===== config.mk =====
export PLATFORM = sky130hd
export DESIGN_NAME = rmco_top
export DESIGN_NICKNAME = d
export VERILOG_FILES = /design/src/logic/rmco_pkg.sv /design/src/logic/rmco_timetag.sv /design/src/logic/rmco_top.sv
export SDC_FILE = /design/constraint.sdc
export NUM_CORES = 1
export LEC_CHECK = 0
export BUFFER_PORTS_ARGS = -buffer_cell sky130_fd_sc_hd__buf_2
export CORE_ASPECT_RATIO = 1.5
export CORE_MARGIN = 4
export CORE_UTILIZATION = 48
export DETAILED_ROUTE_END_ITERATION = 10
export PLACE_DENSITY = 0.73
export SLEW_MARGIN = 20
export SYNTH_ARGS = -nofsm -noshare
export SYNTH_HDL_FRONTEND = slang
export SYNTH_SLANG_ARGS = --single-unit
export TNS_END_PERCENT = 30

===== constraint.sdc =====
create_clock -name clk -period 3.11 [get_ports clk]
set_input_delay 0.311 -clock clk [delete_from_list [all_inputs] [get_ports clk]]
set_output_delay 0.311 -clock clk [all_outputs]
set_load 0.05 [all_outputs]

===== src/logic/rmco_pkg.sv =====
/*
  Shared constants of the remote terminal mode command option block:
  host register offsets, mode code numbers, self-test word flag positions
  and reset values.
  Assumes a 16-bit host address space and 5-bit mode code numbers.
*/
`default_nettype none

package rmco_pkg;

  // ----------------------------------------
  // host register offsets
  // ----------------------------------------
  localparam logic [15:0] ADDR_BUS_A_SELECT       = 16'h0012;
  localparam logic [15:0] ADDR_BUS_B_SELECT       = 16'h0013;
  localparam logic [15:0] ADDR_SELFTEST_DEFAULT   = 16'h0014;
  localparam logic [15:0] ADDR_SELFTEST_ALTERNATE = 16'h0015;

  // ----------------------------------------
  // mode code numbers
  // ----------------------------------------
  localparam logic [4:0] MC_SYNCHRONIZE     = 5'h01;
  localparam logic [4:0] MC_TX_SHUTDOWN     = 5'h04;
  localparam logic [4:0] MC_OVERRIDE        = 5'h05;
  localparam logic [4:0] MC_RESET_RT        = 5'h08;
  localparam logic [4:0] MC_TX_SELFTEST     = 5'h13;
  localparam logic [4:0] MC_SEL_SHUTDOWN    = 5'h14;
  localparam logic [4:0] MC_SEL_OVERRIDE    = 5'h15;

  // ----------------------------------------
  // shutdown flags in the default self-test word
  // ----------------------------------------
  localparam int FLAG_TX_A = 15;
  localparam int FLAG_RX_A = 14;
  localparam int FLAG_TX_B = 13;
  localparam int FLAG_RX_B = 12;
  localparam logic [11:0] USER_BITS_MASK = 12'hFFF;

  // ----------------------------------------
  // reset values
  // ----------------------------------------
  localparam logic [15:0] RESET_WORD    = 16'h0000;
  localparam logic [3:0]  RESET_FLAGS   = 4'h0;
  localparam logic [15:0] RESET_TIMETAG = 16'h0000;
  localparam logic [3:0]  RESET_ENABLES = 4'hF;
  localparam logic [11:0] RESET_USER    = 12'h000;

endpackage : rmco_pkg

`default_nettype wire


===== src/logic/rmco_timetag.sv =====
/*
  Time-tag counter with a holding clear.
  Assumes tick is a one-cycle pulse synchronous to clk.
*/
`default_nettype none

module rmco_timetag #(
  parameter int WIDTH = 16
) (
  input  wire logic             clk,
  input  wire logic             reset,
  input  wire logic             clear,
  input  wire logic             tick,
  output var  logic [WIDTH-1:0] count
);

  logic [WIDTH-1:0] count_q;
  logic [WIDTH-1:0] count_d;

  // ----------------------------------------
  // counting
  // ----------------------------------------
  always_comb
  begin
    count_d = count_q;
    if (clear)
    begin
      count_d = '0;
    end
    else if (tick)
    begin
      count_d = count_q + WIDTH'(1);
    end
  end

  always_ff @(posedge clk or posedge reset)
  begin
    if (reset)
    begin
      count_q <= '0;
    end
    else
    begin
      count_q <= count_d;
    end
  end

  assign count = count_q;

endmodule : rmco_timetag

`default_nettype wire


===== src/logic/rmco_top.sv =====
/*
  Mode command option handling of a remote terminal: time-tag clear and
  synchronize, self-test word selection, inactive bus shutdown and override.
  Assumes mode commands arrive already validated as one-cycle strobes, and
  host register accesses as one-cycle strobes, all synchronous to clk.
*/
// Function
// - while time-tag clear bit is set, counter is held at zero
// - valid synchronize mode command clears the time-tag counter
// - select bit zero answers self-test mode command with default word
// - select bit one answers self-test mode command with alternate word
// - after shutdown, transmission on the inactive bus is inhibited
// - override, selected override, reset-terminal, master or soft reset re-enable
// - option bit zero lets the device perform shutdown and override itself
// - option bit one: selected commands change no flags; host drives transmit inhibit inputs
// - plain shutdown and override act whatever the option bit
// - shutdown disables inactive tx and rx, or tx only per scope bit
// - shutdown flags in bits 15-12 of the default self-test word
// - override re-enables inactive bus and clears its shutdown flags
// - selected commands act only when data matches inactive bus select
// - host loads distinct select values; match shuts inactive bus down
`default_nettype none

module rmco_top #(
  parameter int TT_WIDTH = 16
) (
  input  wire logic                clk,
  input  wire logic                reset,
  input  wire logic                timetagClearBit,
  input  wire logic                timetagTick,
  input  wire logic                alternateSelftestWordSelect,
  input  wire logic                hostManagedShutdownOption,
  input  wire logic                shutdownScopeSelect,
  input  wire logic                softResetBit,
  input  wire logic                busATransmitInhibit,
  input  wire logic                busBTransmitInhibit,
  input  wire logic                activeBusB,
  input  wire logic                mcValid,
  input  wire logic [4:0]          mcCode,
  input  wire logic [15:0]         mcData,
  input  wire logic [15:0]         regAddr,
  input  wire logic                regWrEn,
  input  wire logic [15:0]         regWrData,
  input  wire logic                regRdEn,
  output var  logic [15:0]         regRdData,
  output var  logic                respValid,
  output var  logic [15:0]         respWord,
  output var  logic                busATxEnable,
  output var  logic                busARxEnable,
  output var  logic                busBTxEnable,
  output var  logic                busBRxEnable,
  output var  logic [TT_WIDTH-1:0] timetagCount
);

  logic [3:0]  flags_q, flags_d;
  logic [15:0] busASel_q, busASel_d;
  logic [15:0] busBSel_q, busBSel_d;
  logic [11:0] userBits_q, userBits_d;
  logic [15:0] altWord_q, altWord_d;
  logic [15:0] rdData_q, rdData_d;
  logic        respValid_q, respValid_d;
  logic [15:0] respWord_q, respWord_d;
  logic [3:0]  enables_q, enables_d;
  logic [15:0] bitWord;
  logic        syncCmd;
  logic        selMatch;
  logic        doShut;
  logic        doOver;
  logic        clearAll;

  function automatic logic isCode(input logic [4:0] code);
    isCode = mcValid && (mcCode == code);
  endfunction : isCode

  // ----------------------------------------
  // time-tag
  // ----------------------------------------
  // counter stays cleared for as long as either source asserts
  rmco_timetag #(
    .WIDTH (TT_WIDTH)
  ) u_timetag (
    .clk   (clk),
    .reset (reset),
    .clear (timetagClearBit || syncCmd),
    .tick  (timetagTick),
    .count (timetagCount)
  );

  // ----------------------------------------
  // shutdown and override
  // ----------------------------------------
  assign bitWord = {flags_q, userBits_q};

  always_comb
  begin
    // decoded in a process: a plain assign would miss changes read inside the function
    syncCmd  = isCode(rmco_pkg::MC_SYNCHRONIZE);
    selMatch = (mcData == (activeBusB ? busASel_q : busBSel_q));
    // plain commands ignore the option bit; selected ones obey it
    doShut = isCode(rmco_pkg::MC_TX_SHUTDOWN) ||
             (isCode(rmco_pkg::MC_SEL_SHUTDOWN) && !hostManagedShutdownOption && selMatch);
    doOver = isCode(rmco_pkg::MC_OVERRIDE) ||
             (isCode(rmco_pkg::MC_SEL_OVERRIDE) && !hostManagedShutdownOption && selMatch);
    clearAll = softResetBit || isCode(rmco_pkg::MC_RESET_RT);
    flags_d = flags_q;
    if (clearAll)
    begin
      flags_d = rmco_pkg::RESET_FLAGS;
    end
    else if (doOver)
    begin
      if (activeBusB)
      begin
        flags_d[rmco_pkg::FLAG_TX_A - 12] = 1'b0;
        flags_d[rmco_pkg::FLAG_RX_A - 12] = 1'b0;
      end
      else
      begin
        flags_d[rmco_pkg::FLAG_TX_B - 12] = 1'b0;
        flags_d[rmco_pkg::FLAG_RX_B - 12] = 1'b0;
      end
    end
    else if (doShut)
    begin
      if (activeBusB)
      begin
        flags_d[rmco_pkg::FLAG_TX_A - 12] = 1'b1;
        flags_d[rmco_pkg::FLAG_RX_A - 12] = !shutdownScopeSelect | flags_q[rmco_pkg::FLAG_RX_A - 12];
      end
      else
      begin
        flags_d[rmco_pkg::FLAG_TX_B - 12] = 1'b1;
        flags_d[rmco_pkg::FLAG_RX_B - 12] = !shutdownScopeSelect | flags_q[rmco_pkg::FLAG_RX_B - 12];
      end
    end
    // enables follow new flags; host inhibits apply on top
    enables_d = {!flags_d[rmco_pkg::FLAG_TX_A - 12] && !busATransmitInhibit,
                 !flags_d[rmco_pkg::FLAG_RX_A - 12],
                 !flags_d[rmco_pkg::FLAG_TX_B - 12] && !busBTransmitInhibit,
                 !flags_d[rmco_pkg::FLAG_RX_B - 12]};
  end

  // ----------------------------------------
  // host registers and self-test answer
  // ----------------------------------------
  always_comb
  begin
    busASel_d  = busASel_q;
    busBSel_d  = busBSel_q;
    userBits_d = userBits_q;
    altWord_d  = altWord_q;
    if (regWrEn)
    begin
      case (regAddr)
        rmco_pkg::ADDR_BUS_A_SELECT:       busASel_d = regWrData;
        rmco_pkg::ADDR_BUS_B_SELECT:       busBSel_d = regWrData;
        rmco_pkg::ADDR_SELFTEST_DEFAULT:   userBits_d = regWrData[11:0] & rmco_pkg::USER_BITS_MASK;
        rmco_pkg::ADDR_SELFTEST_ALTERNATE: altWord_d = regWrData;
        default:                           busASel_d = busASel_q;
      endcase
    end
    rdData_d = rdData_q;
    if (regRdEn)
    begin
      case (regAddr)
        rmco_pkg::ADDR_BUS_A_SELECT:       rdData_d = busASel_q;
        rmco_pkg::ADDR_BUS_B_SELECT:       rdData_d = busBSel_q;
        rmco_pkg::ADDR_SELFTEST_DEFAULT:   rdData_d = bitWord;
        rmco_pkg::ADDR_SELFTEST_ALTERNATE: rdData_d = altWord_q;
        default:                           rdData_d = rmco_pkg::RESET_WORD;
      endcase
    end
    respValid_d = isCode(rmco_pkg::MC_TX_SELFTEST);
    respWord_d  = respWord_q;
    if (respValid_d)
    begin
      respWord_d = alternateSelftestWordSelect ? altWord_q : bitWord;
    end
  end

  always_ff @(posedge clk or posedge reset)
  begin
    if (reset)
    begin
      flags_q     <= rmco_pkg::RESET_FLAGS;
      enables_q   <= rmco_pkg::RESET_ENABLES;
      busASel_q   <= rmco_pkg::RESET_WORD;
      busBSel_q   <= rmco_pkg::RESET_WORD;
      userBits_q  <= rmco_pkg::RESET_USER;
      altWord_q   <= rmco_pkg::RESET_WORD;
      rdData_q    <= rmco_pkg::RESET_WORD;
      respValid_q <= 1'b0;
      respWord_q  <= rmco_pkg::RESET_WORD;
    end
    else
    begin
      flags_q     <= flags_d;
      enables_q   <= enables_d;
      busASel_q   <= busASel_d;
      busBSel_q   <= busBSel_d;
      userBits_q  <= userBits_d;
      altWord_q   <= altWord_d;
      rdData_q    <= rdData_d;
      respValid_q <= respValid_d;
      respWord_q  <= respWord_d;
    end
  end

  assign regRdData    = rdData_q;
  assign respValid    = respValid_q;
  assign respWord     = respWord_q;
  assign busATxEnable = enables_q[3];
  assign busARxEnable = enables_q[2];
  assign busBTxEnable = enables_q[1];
  assign busBRxEnable = enables_q[0];
endmodule : rmco_top

`default_nettype wire


[Word-level counts from Yosys, hierarchy flattened]
Index checks and enable logic that the tools add are counted.
Storage, ports and cells
  output and inout bits: 53
  bits in registers: 117
  input port bits: 67
Operators by class
  reductions and logical operators: 30
  mux-type cells: 12
  bitwise gates (word level): 2
  eq/ne operators: 12
  add/sub/neg operators: 1
Operators by type and width (count)
  $eq A16 B5 Y1 const B: 4
  $mux W16: 4
  $pmux W16 S4: 1
  $add A16 B1 Y16 const B: 1
  $eq A16 B16 Y1: 1
  $eq A5 B5 Y1 const B: 3
  $logic_and A1 B1 Y1: 13
  $mux W4: 3
  $eq A5 B3 Y1 const B: 2
  $logic_not A1 Y1: 8
  $mux W2: 4
  $reduce_and A2 Y1: 4
  $eq A5 B1 Y1 const B: 1
  $eq A5 B4 Y1 const B: 1
  $logic_or A1 B1 Y1: 4
  $or A1 B1 Y1: 2
  $reduce_bool A2 Y1: 1

[Depth between registers and ports, before layout]
Gate-level depths: netlist of the first run.
  depth in word-level cells: 10
  depth in mapped cells: 9
  gate-level depth less buffers: 6

[Hierarchy]
Synthesis of the first run repeated with hierarchy kept, for this count alone.
Second synthesis, totals
  cell total of the unflattened synthesis: 466
  area total of the unflattened synthesis: 5640.4 sq um
Modules (own cells, without submodules)
  rmco_top: area each 4832.1 sq um, times used 1, cells each 384
  rmco_timetag: area each 808.3 sq um, times used 1, cells each 82

[Worst setup path before layout of the first run]
Ideal clock, no wire load.
  path kind: in2reg
  from: in activeBusB
  to: reg enables_q[1]
  setup time: 0.084 ns
  slack: 0.846 ns
  buffers on the path: 3
  data arrival time: 2.181 ns
  required time: 3.026 ns
  cell stages on the path: 9
  path through: buf_6 -> buf_12 -> mux2i_1 -> xor2_1 -> nand3_1 -> or4_1 -> clkbuf_1 -> or3_1 -> a311o_1
Between the ends
  word-level cells in the longest chain between the ends: 9
  elaborated cells between the ends (all ways): 13
Ends and longest elaborated chain
  start: declaration: RTL line rmco_top.sv:37  | input wire logic activeBusB,
  $mux W16: RTL line rmco_top.sv:98  | selMatch = (mcData == (activeBusB ? busASel_q : busBSel_q));
  $eq A16 B16 Y1: RTL line rmco_top.sv:98
  $logic_and A1 B1 Y1: RTL line rmco_top.sv:101  | (isCode(rmco_pkg::MC_SEL_SHUTDOWN) && !hostManagedShutdownOption && selMatch);
  $logic_or A1 B1 Y1: RTL line rmco_top.sv:100  | doShut = isCode(rmco_pkg::MC_TX_SHUTDOWN) ||
  $mux W4: RTL line rmco_top.sv:123  | else if (doShut)
  $mux W4 (*): RTL line rmco_top.sv:110  | else if (doOver)
  $mux W4 (*): RTL line rmco_top.sv:106  | if (clearAll)
  $logic_not A1 Y1 (*): RTL line rmco_top.sv:139  | !flags_d[rmco_pkg::FLAG_TX_B - 12] && !busBTransmitInhibit,
  $logic_and A1 B1 Y1 (*): RTL line rmco_top.sv:139
  via enables_d[1]: RTL line rmco_top.sv:63  | logic [3:0] enables_q, enables_d;
  end signal: assignment: RTL line rmco_top.sv:186  | enables_q <= rmco_pkg::RESET_ENABLES;
  end signal: assignment: RTL line rmco_top.sv:198  | enables_q <= enables_d;
  end: declaration: RTL line rmco_top.sv:63
Mark *: on every way through the listed nets, which the timed path passes. The rest lies on a longest branch.
A chain may end at the register's enable or synchronous reset.

[Worst setup path after layout of the first run]
Same ends and word-level chain as after synthesis.

==> results.md, run 1 <==
- The largest stage delay on the critical path is 520 ps.
- The longest clock path from root to sink contains 2 buffers.
- VDD sags by at most 431 uV.
- The CTS H-tree depth is 4.
- Summing all multi-input logic gate instances after layout gives 0.00250 sq mm.
- The number of nets in the layout is 670.
- The first global-routing pass estimated 23400 microns of wire.
- The floorplan has 48 rows.
- The number of buffer and inverter instances along the worst setup path is 2.
- After detailed routing, the number of vias per cell comes to 5.71.
- Leaving out fill and tap cells, the most frequent cell in the layout is buf_2.
- The number of max-slew violations in the final report is 0.
- Grouping stages by cell kind, the critical path spends the most delay in simple AND/OR/NAND/NOR gates.
- The synthesized instance count is 477.
- The initial cell density of the core is 48.9%.
- The aggregate routed wire length is 14700 microns.
- Pin placement for this block handled 120 I/O pins.
- Entering global routing, the biggest net connects 47 pins.
- After detailed routing, the average wire length per cell comes to 19.2 microns.
- The final-layout fill cell count is 927.
- The via count of the first global-routing pass is 4522.
- CTS placed an instance of clkbuf_16 at the clock tree root.
- The register-to-register path setup slack is 820 ps.
- The endpoint of the worst register-to-register path is enables_q[1]$_DFF_PP1_.
- The analysis attributes to cell leakage a power of 0.00351 uW.
- For this design the ratio of total power to cell area is 578 mW/mm^2.
- The full die area is 0.0135 sq mm.
- The startpoint identified for the worst register-to-register timing path is busASel_q[1]$_DFFE_PP0P_.
- Registers take 0.00293 sq mm.
- The TritonCTS clock tree is yes.
- Gates resized during post-CTS repair numbered 0.
- The tool flagged a number of max-cap violations equal to 0.
- Each instance of the synthesized netlist takes up on average 11.8 sq um.
- The detailed router finished its first iteration with 220 violations.
- The count of placed standard cells in the final layout, fillers left out is 762.
- The number of routed nets with antenna violations is 0.
- Setup repair after global routing left no endpoint under its margin.
- The initial antenna violation count was 0.
- The total half-perimeter wirelength after legalization and detailed placement is 10100 microns.
- At the pin with the least slew margin, the transition time is 999 ps.
- The mapped netlist covers 0.00561 sq mm.
- The net count after synthesis is 545.
- The number of buffers inserted to repair setup after CTS is 0.
- Across the routed clock network, the largest skew measured is 6.68 ps.
- Walking the worst path, the cells encountered are buf_2, buf_4, mux2i_1, xor2_1, nand3_1, or4_1, or3_1, a311o_1.
- The master of the slowest instance on the critical path is or4_1.
- The clock sink count is 117.
- The cell depth of the worst flop-to-flop path is 6.
- Measured along the y axis, the die boundary spans 140 microns.
- The first-pass iteration count of the detailed router is 6.
- For this run, the number of Yosys warnings is 0.
- The register bit total from synthesis is 117.
- The type of the most critical hold path is input pin to flip-flop.
- The count of different cell masters after synthesis is 46.
- The number of flops mapped to enable cells by yosys is 0.
- The share of synthesized registers carrying an async set or reset is 100%.
- The congestion estimate from routability-driven global placement came to 0.860.
- The number of vias in the routed layout is 4351.
- The required time of the critical path is 3440 ps.
- Summed over all failing endpoints, the final setup total negative slack is 0 ps.
- Clock-pin slew was measured on the worst setup and hold paths at 50 ps.
- The worst hold path begins at busATransmitInhibit.
- The count of unresolved DRC violations after routing is 0.
- Measured along the x axis, the die boundary spans 96.2 microns.
- The cell depth of the worst hold path is 2.
- Input and output buffers added on the ports amount to 119.
- The shortest clock period the worst path allows after layout is 2350 ps.
- For this run, the register share of the synthesized area comes to 52.3%.
- The total overflow reported by the global router is 0.
- The repair_antennas step left the layout with diodes totalling 0.
- In the finished design, the share of the clock period the worst path needs comes to 75.7%.
- In the layout the commonest cells are buf_2, dfrtp_1, mux2_2.
- STA classifies the critical path startpoint as an input pin.
- Counting tap cells, the placed design contains a total of 731 instances.
- The number of setup violations in the final report is 0.
- The maximum clock frequency is 425 MHz.
- Data on the critical path arrives at its endpoint at 2680 ps.
- The most instantiated flip-flop cell in the synthesis netlist is dfrtp_1.
- The run finished with clean final reports.
- After floorplanning, the core was sized to cover 0.0115 sq mm.
- The worst setup path is captured at a flip-flop.
- From synthesis to final layout, the design area changed by 24.2%.
- By startpoint and endpoint, the worst setup path is classified as input pin to flip-flop.
- Clock latency on the worst-skew pair, taken at its later pin, is 410 ps.
- The hold violation total from the final report is 0.
- The number of buffers inserted during clock tree synthesis is 17.
- Measured against its own limit, the worst slew margin works out to 33.3%.
- In the final layout, the share of cells above drive strength 1 is 37.7%.
- The sink of the worst hold path is enables_q[3]$_DFF_PP1_.
- The global-route usage over all layers is 22.8%.
- Hold repair after CTS inserted 0 buffers.
- The peak fanout along the critical path is 12.
-- flip-flops by register name, summed over array words and instances, names as in the netlist --
signal           flops
flags_q              4
busASel_q           16
enables_q            4
altWord_q           16
u_timetag.count     16
regRdData           16
busBSel_q           16
userBits_q          12
respWord            16
respValid            1
-- worst register-to-register path, stage by stage (launching register included) --
cell and delay, ps:
dfrtp_1 380, mux2i_1 170, xor2_1 270, nand3_1 130, or4_1 520, or3_1 370
a311o_1 370
-- worst max path at each step --
stage                          start                endpoint  slack, ps  cells past startpoint
after global routing      activeBusB  enables_q[1]$_DFF_PP1_        630                      8
after detailed placement  activeBusB  enables_q[1]$_DFF_PP1_        350                      8
final                     activeBusB  enables_q[1]$_DFF_PP1_        760                      8
after floorplan           activeBusB  enables_q[1]$_DFF_PP1_        850                      9
after CTS                 activeBusB  enables_q[1]$_DFF_PP1_        790                      8
after global placement    activeBusB  enables_q[1]$_DFF_PP1_        410                      8
-- metrics by stage --
| step | total power (uW) | setup WS [ps] | utilization, % | hold WS, ps | cell area [sq um] |
|---|---|---|---|---|---|
| final | 4030 | 757 | 60.7 | 76.7 | 6960 |
| after global routing | 4170 | 635 | 60.7 | 78.0 | 6960 |
| after CTS | 4050 | 786 | 60.4 | 58.5 | 6920 |
| after detailed placement | 2150 | 352 | 55.3 | 463 | 6350 |
| after global placement | 2140 | 412 | 55.3 | 457 | 6350 |
| after floorplan | 1990 | 846 | - | 385 | 5610 |
-- layer usage --
metal	vias up	track usage, %	wire length [microns]	part of all wire [%]
li1	1971	-	-	-
met1	2180	26.9	5640	38
met2	169	39.0	7620	52
met3	31	6.13	977	6.7
met4	0	8.55	420	2.9
met5	-	0	0	0
-- layout make-up --
class                      instances  area share, %
timing repair buffer             132           10.5
clock buffer                      25           7.26
sequential                       117           42.1
multi-input combinational        326           36.0
inverter                           8          0.485
clock inverter                     4           1.01
tap                              150           2.70
-- cells by family after synthesis --
group / count (synthesis) / synth area share (%)
flip-flops: 117 / 52.3
AND/OR/NAND/NOR: 112 / 10.0
multiplexers: 103 / 19.7
AO/OA/AOI/OAI: 81 / 10.2
buffers and inverters: 34 / 3.01
XOR/XNOR: 29 / 4.53
adder cells (fa/ha/maj): 1 / 0.223
-- power breakdown --
| part | total (uW) | leakage (uW) | internal [uW] | switching (uW) |
|---|---|---|---|---|
| clock | 1900 | 0.000285 | 1270 | 636 |
| combinational | 507 | 0.00164 | 138 | 370 |
| sequential | 1610 | 0.00159 | 1580 | 30.0 |
-- cell usage after synthesis, types with 6 or more instances --
master	count	area share, %
a22oi_1	22	2.9
a22o_1	11	1.7
nor2_1	42	2.8
mux2i_1	43	7.7
nand2_1	23	1.5
clkbuf_1	22	1.5
xor2_1	14	2.2
nand4_1	7	0.78
inv_1	8	0.54
nor3_1	9	0.80
o21a_1	6	0.80
xnor2_1	15	2.3
mux2_2	60	12
a21oi_1	22	2.0
dfrtp_1	113	50
Note: power is estimated with default switching activity, not from simulation.
==> run 2: changes to the inputs <==
- ABC_AREA: default -> 1
- clock period: 3.11 -> 2 ns (I/O delays scaled with it)
==> results.md, run 2 <==
- The run finished with clean final reports.
- The portion of total power attributed to the clock network was 48.3% (+1.0 points).
- The number of violations of the max-capacitance limit is 0 (unchanged).
- The routability congestion estimate from global placement was 0.857 (-0.34%).
- The largest vdd supply drop is 748 uV (+74%).
- The number of placement rows is 48 (unchanged).
- The cell sitting at the root of the clock tree is a clkbuf_16.
- The top cell family by delay on the critical path is simple AND/OR/NAND/NOR gates.
- The post-route clock period utilization is 83.4%.
- The first-pass iteration count of the detailed router is 5 (-1).
- The net count after synthesis is 820 (+50%).
- The relative contribution of combinational cells to total power is 11.8% (-0.8 points).
- The number of max-slew violations in the final report is 0 (unchanged).
- The number of buffers added on ports was 119 (unchanged).
- The power density over the cells is 869 mW/mm^2 (+50%).
- The reported net switching power came to 1630 uW (+57%).
- The number of buffers inserted during clock tree synthesis is 17 (unchanged).
- The aggregate routed wire length is 14700 microns (about the same).
- The library cell used most frequently in the layout, excluding fill and tap cells, is nand2_1.
- The count of unresolved DRC violations after routing is 0 (unchanged).
- The cell that appears most often on the critical path is nor2_1.
- The utilization of the core after routing was 62.0% (+1.3 points).
- The share of total power in sequential cells is 39.8% (-0.3 points).
- The clock latency on the worst-skew pair is 410 ps (about the same).
- The number of nets in the layout was 950 (+42%).
- The via count of the first global-routing pass is 5183 (+15%).
- The die extent in x is 97.7 microns (+1.6%).
- The total overflow reported by the global router is 0 (unchanged).
- In the synthesized netlist, the cells that appear most often are nand2_1, o21ai_0, dfrtp_1.
- The switching portion of total power was 25.9% (+0.18 points).
- The average cell area after synthesis is 7.71 sq um (-34%).
- The overall power consumption was 6270 uW (+56%).
- The hold violation total from the final report is 0 (unchanged).
- The peak fanout along the critical path came to 4 (-8).
- Based on the critical path, the design can be clocked at up to 600 MHz.
- The initial antenna violation count came to 0 (unchanged).
- The top cell types in the final layout, fill and taps aside, are nand2_1, buf_2, o21ai_0.
- The full die area was 0.0139 sq mm (+3.2%).
- The proportion of layout cells with a drive suffix above 1 was 21.1% (-17 points).
- The register bit total from synthesis is 117 (unchanged).
- STA classifies the critical path startpoint as a flip-flop.
- The total negative slack for setup checks is 0 ps (unchanged).
- The largest stage delay on the critical path came to 400 ps (-120 ps).
- The clock input transition at the sequential cells of the worst setup and hold paths was 50 ps (about the same).
- The cell taking the most area after synthesis is dfrtp_1.
- The share of synthesized registers carrying an async set or reset is 100% (unchanged).
- The global-route usage over all layers came to 22.0% (-0.82 points).
- The critical path is of the flip-flop to flip-flop type.
- The cell-internal power came to 4650 uW (+55%).
- The sequential share of the synthesized area is 50.6% (-1.7 points).
- The synthesized instance count is 752 (+58%).
- The type of the most critical hold path is input pin to flip-flop.
- The kind of end point of the critical path is a flip-flop.
- The count of different cell masters after synthesis is 30 (-35%).
- The initial cell density of the core is 49.8% (+0.90 points).
- The placeable core area is 0.0117 sq mm (+1.6%).
- The signal on the critical path passes through ha_1, nand3_1, nor2_1, nand4_1, nor2_1, and3_1, nand2_1, a21oi_1, o21a_1.
- The most instantiated flip-flop cell in the synthesis netlist is dfrtp_1.
- The number of buffer and inverter instances along the worst setup path came to 0 (-2).
- The worst hold margin is 98.5 ps (+21.8 ps).
- The worst-case clock skew is 6.89 ps (+0.214 ps).
- The maximum clock insertion buffer count is 2 (unchanged).
- The master of the slowest instance on the critical path is dfrtp_1.
- The layout-stage area growth over the synthesis result is 24.6%.
- The vertical die dimension is 143 microns (+1.6%).
- The register-to-register path setup slack is 330 ps (-490 ps).
- Setup repair after global routing left no endpoint under its margin.
- The CTS H-tree depth is 4 (unchanged).
- The initial DRC count is 348 (+58%).
- The number of flops mapped to enable cells by yosys was 0 (unchanged).
- The worst-case headroom to the max-slew limit came to 65.4% (+32 points).
- The number of vias in the routed layout is 5402 (+24%).
- The I/O pin count is 120 (unchanged).
- The average vias per placed instance was 5.17 (-9.4%).
- The reported leakage power is 0.00357 uW (+1.7%).
- The area fraction of the dominant cell type after synthesis is 48.8% (-1.7 points).
- The global-route wire length before repair is 24700 microns (+5.6%).
- TritonCTS built the clock tree.
- The number of warnings reported in the yosys synthesis log is 0 (unchanged).
- The cell area after synthesis is 0.00580 sq mm (+3.4%).
- The number of routed nets with antenna violations is 0 (unchanged).
- The pin slew with the least headroom to its limit is 519 ps (-480 ps).
- The smallest clock period supported by the final layout is computed as 1670 ps.
- The clock sink count is 117 (unchanged).
- The post-cts gate resize count came to 0 (unchanged).
- The average wire per standard cell is 14.0 microns (-27%).
- The required time of the critical path was 2350 ps (-1090 ps).
- The maximum number of pins on one net before global-route repair was 84 (+79%).
- After synthesis, the cell types taking the most area are dfrtp_1, nand2_1, o21ai_0, inv_1, nor2_1.
- The most common cell in the netlist is nand2_1.
- The count of inserted antenna diode cells is 0 (unchanged).
- The data arrival at the endpoint of the critical path was 2020 ps (-660 ps).
- The number of setup violations in the final report is 0 (unchanged).
- The total half-perimeter wirelength after legalization and detailed placement is 10700 microns (+5.6%).
-- run 2: kinds of logic (layout without fill, tap and decap cells) --
logic type	after synthesis	in the layout	synth area share, %
compound gates	180	180	17.0
xor+xnor	2	2	0.302
fa+ha+maj	1	1	0.216
buf+inv	127	269	8.65
flops	117	117	50.6
simple gates	325	325	23.2
-- run 2: area by class of cell --
| type | count | area (sq um) |
|---|---|---|
| Inverter | 98 | 372 |
| Clock inverter | 10 | 130 |
| Fill cell | 1118 | 4430 |
| Clock buffer | 21 | 460 |
| Timing Repair Buffer | 140 | 773 |
| Multi-Input combinational cell | 508 | 2370 |
| Sequential cell | 117 | 2930 |
| Tap cell | 150 | 188 |
-- run 2: power by group through the flow --
| stage | clock [uW] | combinational, uW | sequential [uW] |
|---|---|---|---|
| 6_report | 3030 | 742 | 2500 |
| 2_1_floorplan | 0 | 218 | 2830 |
| 3_5_place_dp | 0 | 746 | 2540 |
| 4_1_cts | 3070 | 754 | 2500 |
| 5_1_grt | 3200 | 812 | 2510 |
| 3_3_place_gp | 0 | 739 | 2540 |
-- run 2: what timing repair did --
action                                 CTS  global route
setup endpoints to repair                0             0
setup buffers                            0             0
endpoints found under the hold margin  115             0
hold buffers                             3             0
-- run 2: metrics by stage --
step,cell area (sq um),setup slack [ps],instances
finish,7220,332,1044
floorplan,5800,79.1,752
global route,7220,81.5,1044
detailed placement,6600,134,1010
global placement,6600,149,1010
CTS,7220,312,1044
-- run 2: worst min-delay path, stage by stage --
cell	delay [ps]
buf_2	90
inv_1	80
o21ai_0	90
-- run 2: metal layers --
| layer | up-vias | wire length, microns | share of wire, % | track usage [%] |
|---|---|---|---|---|
| met5 | - | 0 | 0 | 0 |
| met4 | 0 | 247 | 1.7 | 6.78 |
| met3 | 21 | 863 | 5.9 | 5.49 |
| met2 | 174 | 7210 | 49 | 38.2 |
| met1 | 2515 | 6340 | 43 | 27.1 |
| li1 | 2692 | - | - | - |
-- run 2: worst paths after layout --
path / from / endpoint / depth (start not counted)
min in group asynchronous: reset / busBSel_q[8]$_DFFE_PP0P_ / 4
max reg2reg: u_timetag.count[0]$_DFFE_PP0P_ / u_timetag.count[14]$_DFFE_PP0P_ / 9
max: u_timetag.count[0]$_DFFE_PP0P_ / u_timetag.count[14]$_DFFE_PP0P_ / 9
max in group asynchronous: reset / enables_q[0]$_DFF_PP1_ / 4
min: regWrData[15] / busBSel_q[15]$_DFFE_PP0P_ / 3
min reg2reg: userBits_q[4]$_DFFE_PP0P_ / userBits_q[4]$_DFFE_PP0P_ / 2
==> run 3: changes to the inputs <==
- PLACE_DENSITY: 0.73 -> 0.7
- clock period: 2 -> 1.7 ns (I/O delays scaled with it)
==> results.md, run 3 (same netlist as run 2, synthesis figures left out) <==
- The signal on the critical path passes through ha_2, nand3_1, nor2_1, nand4_1, nor2_2, and3_1, nand2_2, a21oi_2, o21a_1.
- The number of vias in the routed layout is 5529 (+2.4%).
- TritonCTS built the clock tree.
- The largest stage delay on the critical path was 410 ps (about the same).
- The checks that failed: setup timing.
- The average wire per standard cell was 14.7 microns (+4.5%).
- The number of violations of the max-capacitance limit is 0 (unchanged).
- The I/O pin count was 120 (unchanged).
- The library cells used most frequently in the layout, excluding fill and tap cells, are nand2_1, buf_2, o21ai_0.
- The placeable core area was 0.0117 sq mm (unchanged).
- The worst-case clock skew is 10.7 ps (+3.85 ps).
- Among cell families on the critical path, the largest total delay comes from simple AND/OR/NAND/NOR gates.
- The data arrival at the endpoint of the critical path is 2050 ps (+30 ps).
- The pin slew with the least headroom to its limit came to 586 ps (+66.4 ps).
- The initial cell density of the core is 49.8% (unchanged).
- The number of nets in the layout is 968 (+1.9%).
- The initial antenna violation count was 0 (unchanged).
- The required time of the critical path is 2040 ps (-310 ps).
- The power density over the cells came to 975 mW/mm^2 (+12%).
- The via count of the first global-routing pass is 5456 (+5.3%).
- The number of setup violations in the final report came to 1 (+1).
- The peak fanout along the critical path was 4 (unchanged).
- Setup repair after global routing could not meet its margin everywhere.
- The proportion of layout cells with a drive suffix above 1 was 24.2% (+3.1 points).
- The run finished, with violations left.
- The global-route wire length before repair is 25400 microns (+2.7%).
- The number of placement rows is 48 (unchanged).
- The cell area after layout is 0.00746 sq mm (+3.2%).
- The total negative slack for setup checks is -15.7 ps (-15.7 ps).
- The setup path with the least slack is of type flip-flop to flip-flop.
- The master of the slowest instance on the critical path is dfrtp_1.
- STA classifies the critical path startpoint as a flip-flop.
- The worst-case headroom to the max-slew limit came to 60.9% (-4.5 points).
- The routability congestion estimate from global placement is 0.907 (+5.8%).
- The maximum clock frequency was 583 MHz (-2.8%).
- The die extent in x is 97.7 microns (unchanged).
- The global-route usage over all layers is 22.7% (+0.66 points).
- The clock latency on the worst-skew pair is 410 ps (about the same).
- The hold violation total from the final report was 0 (unchanged).
- The total half-perimeter wirelength after legalization and detailed placement was 11800 microns (+11%).
- The total overflow reported by the global router is 0 (unchanged).
- The vertical die dimension is 143 microns (unchanged).
- The post-route clock period utilization is 101% (+18 points).
- The count of unresolved DRC violations after routing is 0 (unchanged).
- The number of buffer and inverter instances along the worst setup path came to 0 (unchanged).
- The number of buffers added on ports is 119 (unchanged).
- The shortest clock period the worst path allows after layout is 1720 ps (+47.8 ps).
- The clock input transition at the sequential cells of the worst setup and hold paths is 50 ps (about the same).
- STA classifies the critical path endpoint as a flip-flop.
- The largest vdd supply drop is 736 uV (-1.5%).
- The first-pass iteration count of the detailed router is 5 (unchanged).
- The maximum clock insertion buffer count came to 2 (unchanged).
- The initial DRC count was 414 (+19%).
- The overall power consumption is 7270 uW (+16%).
- The average vias per placed instance is 5.20 (+0.52%).
- The type of the most critical hold path is input pin to flip-flop.
- The number of max-slew violations in the final report came to 0 (unchanged).
- The final-layout fill cell count is 1060 (-5.2%).
- Relative to the synthesized area, the layout overhead comes to 28.6%.
- The clock sink count is 117 (unchanged).
- The full die area came to 0.0139 sq mm (unchanged).
- Leaving out fill and tap cells, the most frequent cell in the layout is nand2_1.
- The reported leakage power is 0.00367 uW (+3.0%).
- The number of routed nets with antenna violations is 0 (unchanged).
- The number of buffers inserted during clock tree synthesis was 17 (unchanged).
- The count of inserted antenna diode cells came to 0 (unchanged).
- The aggregate routed wire length came to 15600 microns (+6.4%).
- The cell area after placement came to 0.00673 sq mm (+2.0%).
- The CTS H-tree depth was 4 (unchanged).
- The library cell used as clock root buffer is clkbuf_16.
- The maximum number of pins on one net before global-route repair is 41 (-51%).
- The final worst slack came to -15.7 ps (-348 ps).
## run 3: final timing paths
kind / from / to / slack (ps) / depth (start not counted)
hold reg to reg: busBSel_q[3]$_DFFE_PP0P_ / busBSel_q[3]$_DFFE_PP0P_ / 490 / 2
hold / removal: regWrData[15] / busASel_q[15]$_DFFE_PP0P_ / 80 / 3
max in group asynchronous: reset / enables_q[0]$_DFF_PP1_ / 700 / 4
setup / recovery: u_timetag.count[1]$_DFFE_PP0P_ / u_timetag.count[14]$_DFFE_PP0P_ / -20 / 9
setup reg to reg: u_timetag.count[1]$_DFFE_PP0P_ / u_timetag.count[14]$_DFFE_PP0P_ / -20 / 9
min in group asynchronous: reset / u_timetag.count[6]$_DFFE_PP0P_ / 380 / 3
## run 3: metal layers
layer  up-vias  wire [microns]  global-route usage, %
met5         -               0                      0
met4         0             361                   8.46
met3        30             967                   5.39
met2       174            8010                   39.6
met1      2585            6250                   27.2
li1       2740               -                      -
## run 3: stage by stage
step / setup slack, ps / utilization (%) / hold slack, ps / cells
3_3_place_gp: -75.1 / 57.8 / 265 / 1019
3_5_place_dp: -95.5 / 57.8 / 266 / 1019
5_1_grt: -123 / 64.0 / 80.9 / 1063
6_report: -15.7 / 64.0 / 78.5 / 1063
4_1_cts: 4.27 / 63.1 / 68.6 / 1054
2_1_floorplan: -221 / - / 196 / 752
## run 3: where the power goes
part / total, uW / internal [uW] / switching [uW]
clock: 3420 / 2230 / 1190
combinational: 907 / 242 / 665
sequential: 2940 / 2890 / 51.9
## run 3: what timing repair did
action / CTS / global route
setup endpoints to repair: 0 / 12
setup buffers: 0 / 9
resized for setup: 0 / 13
hold buffers: 3 / 0
endpoints found under the hold margin: 20 / 0
## run 3: final cells by class
cell class / count / area (sq um) / area share (%)
flip-flops and latches: 117 / 2930 / 39.3
multi-input cells: 508 / 2410 / 32.3
inverters: 98 / 372 / 4.98
clock buffers: 25 / 515 / 6.91
repair buffers: 158 / 971 / 13.0
well taps: 150 / 188 / 2.52
clock inverters: 7 / 68.8 / 0.923
## run 3: worst register-to-register path, stage by stage, from the launching register on
cell and delay, ps:
dfrtp_1 410, ha_2 210, nand3_1 90, nor2_1 100, nand4_1 170, nor2_2 180, and3_1 200, nand2_2 70
a21oi_2 110, o21a_1 120
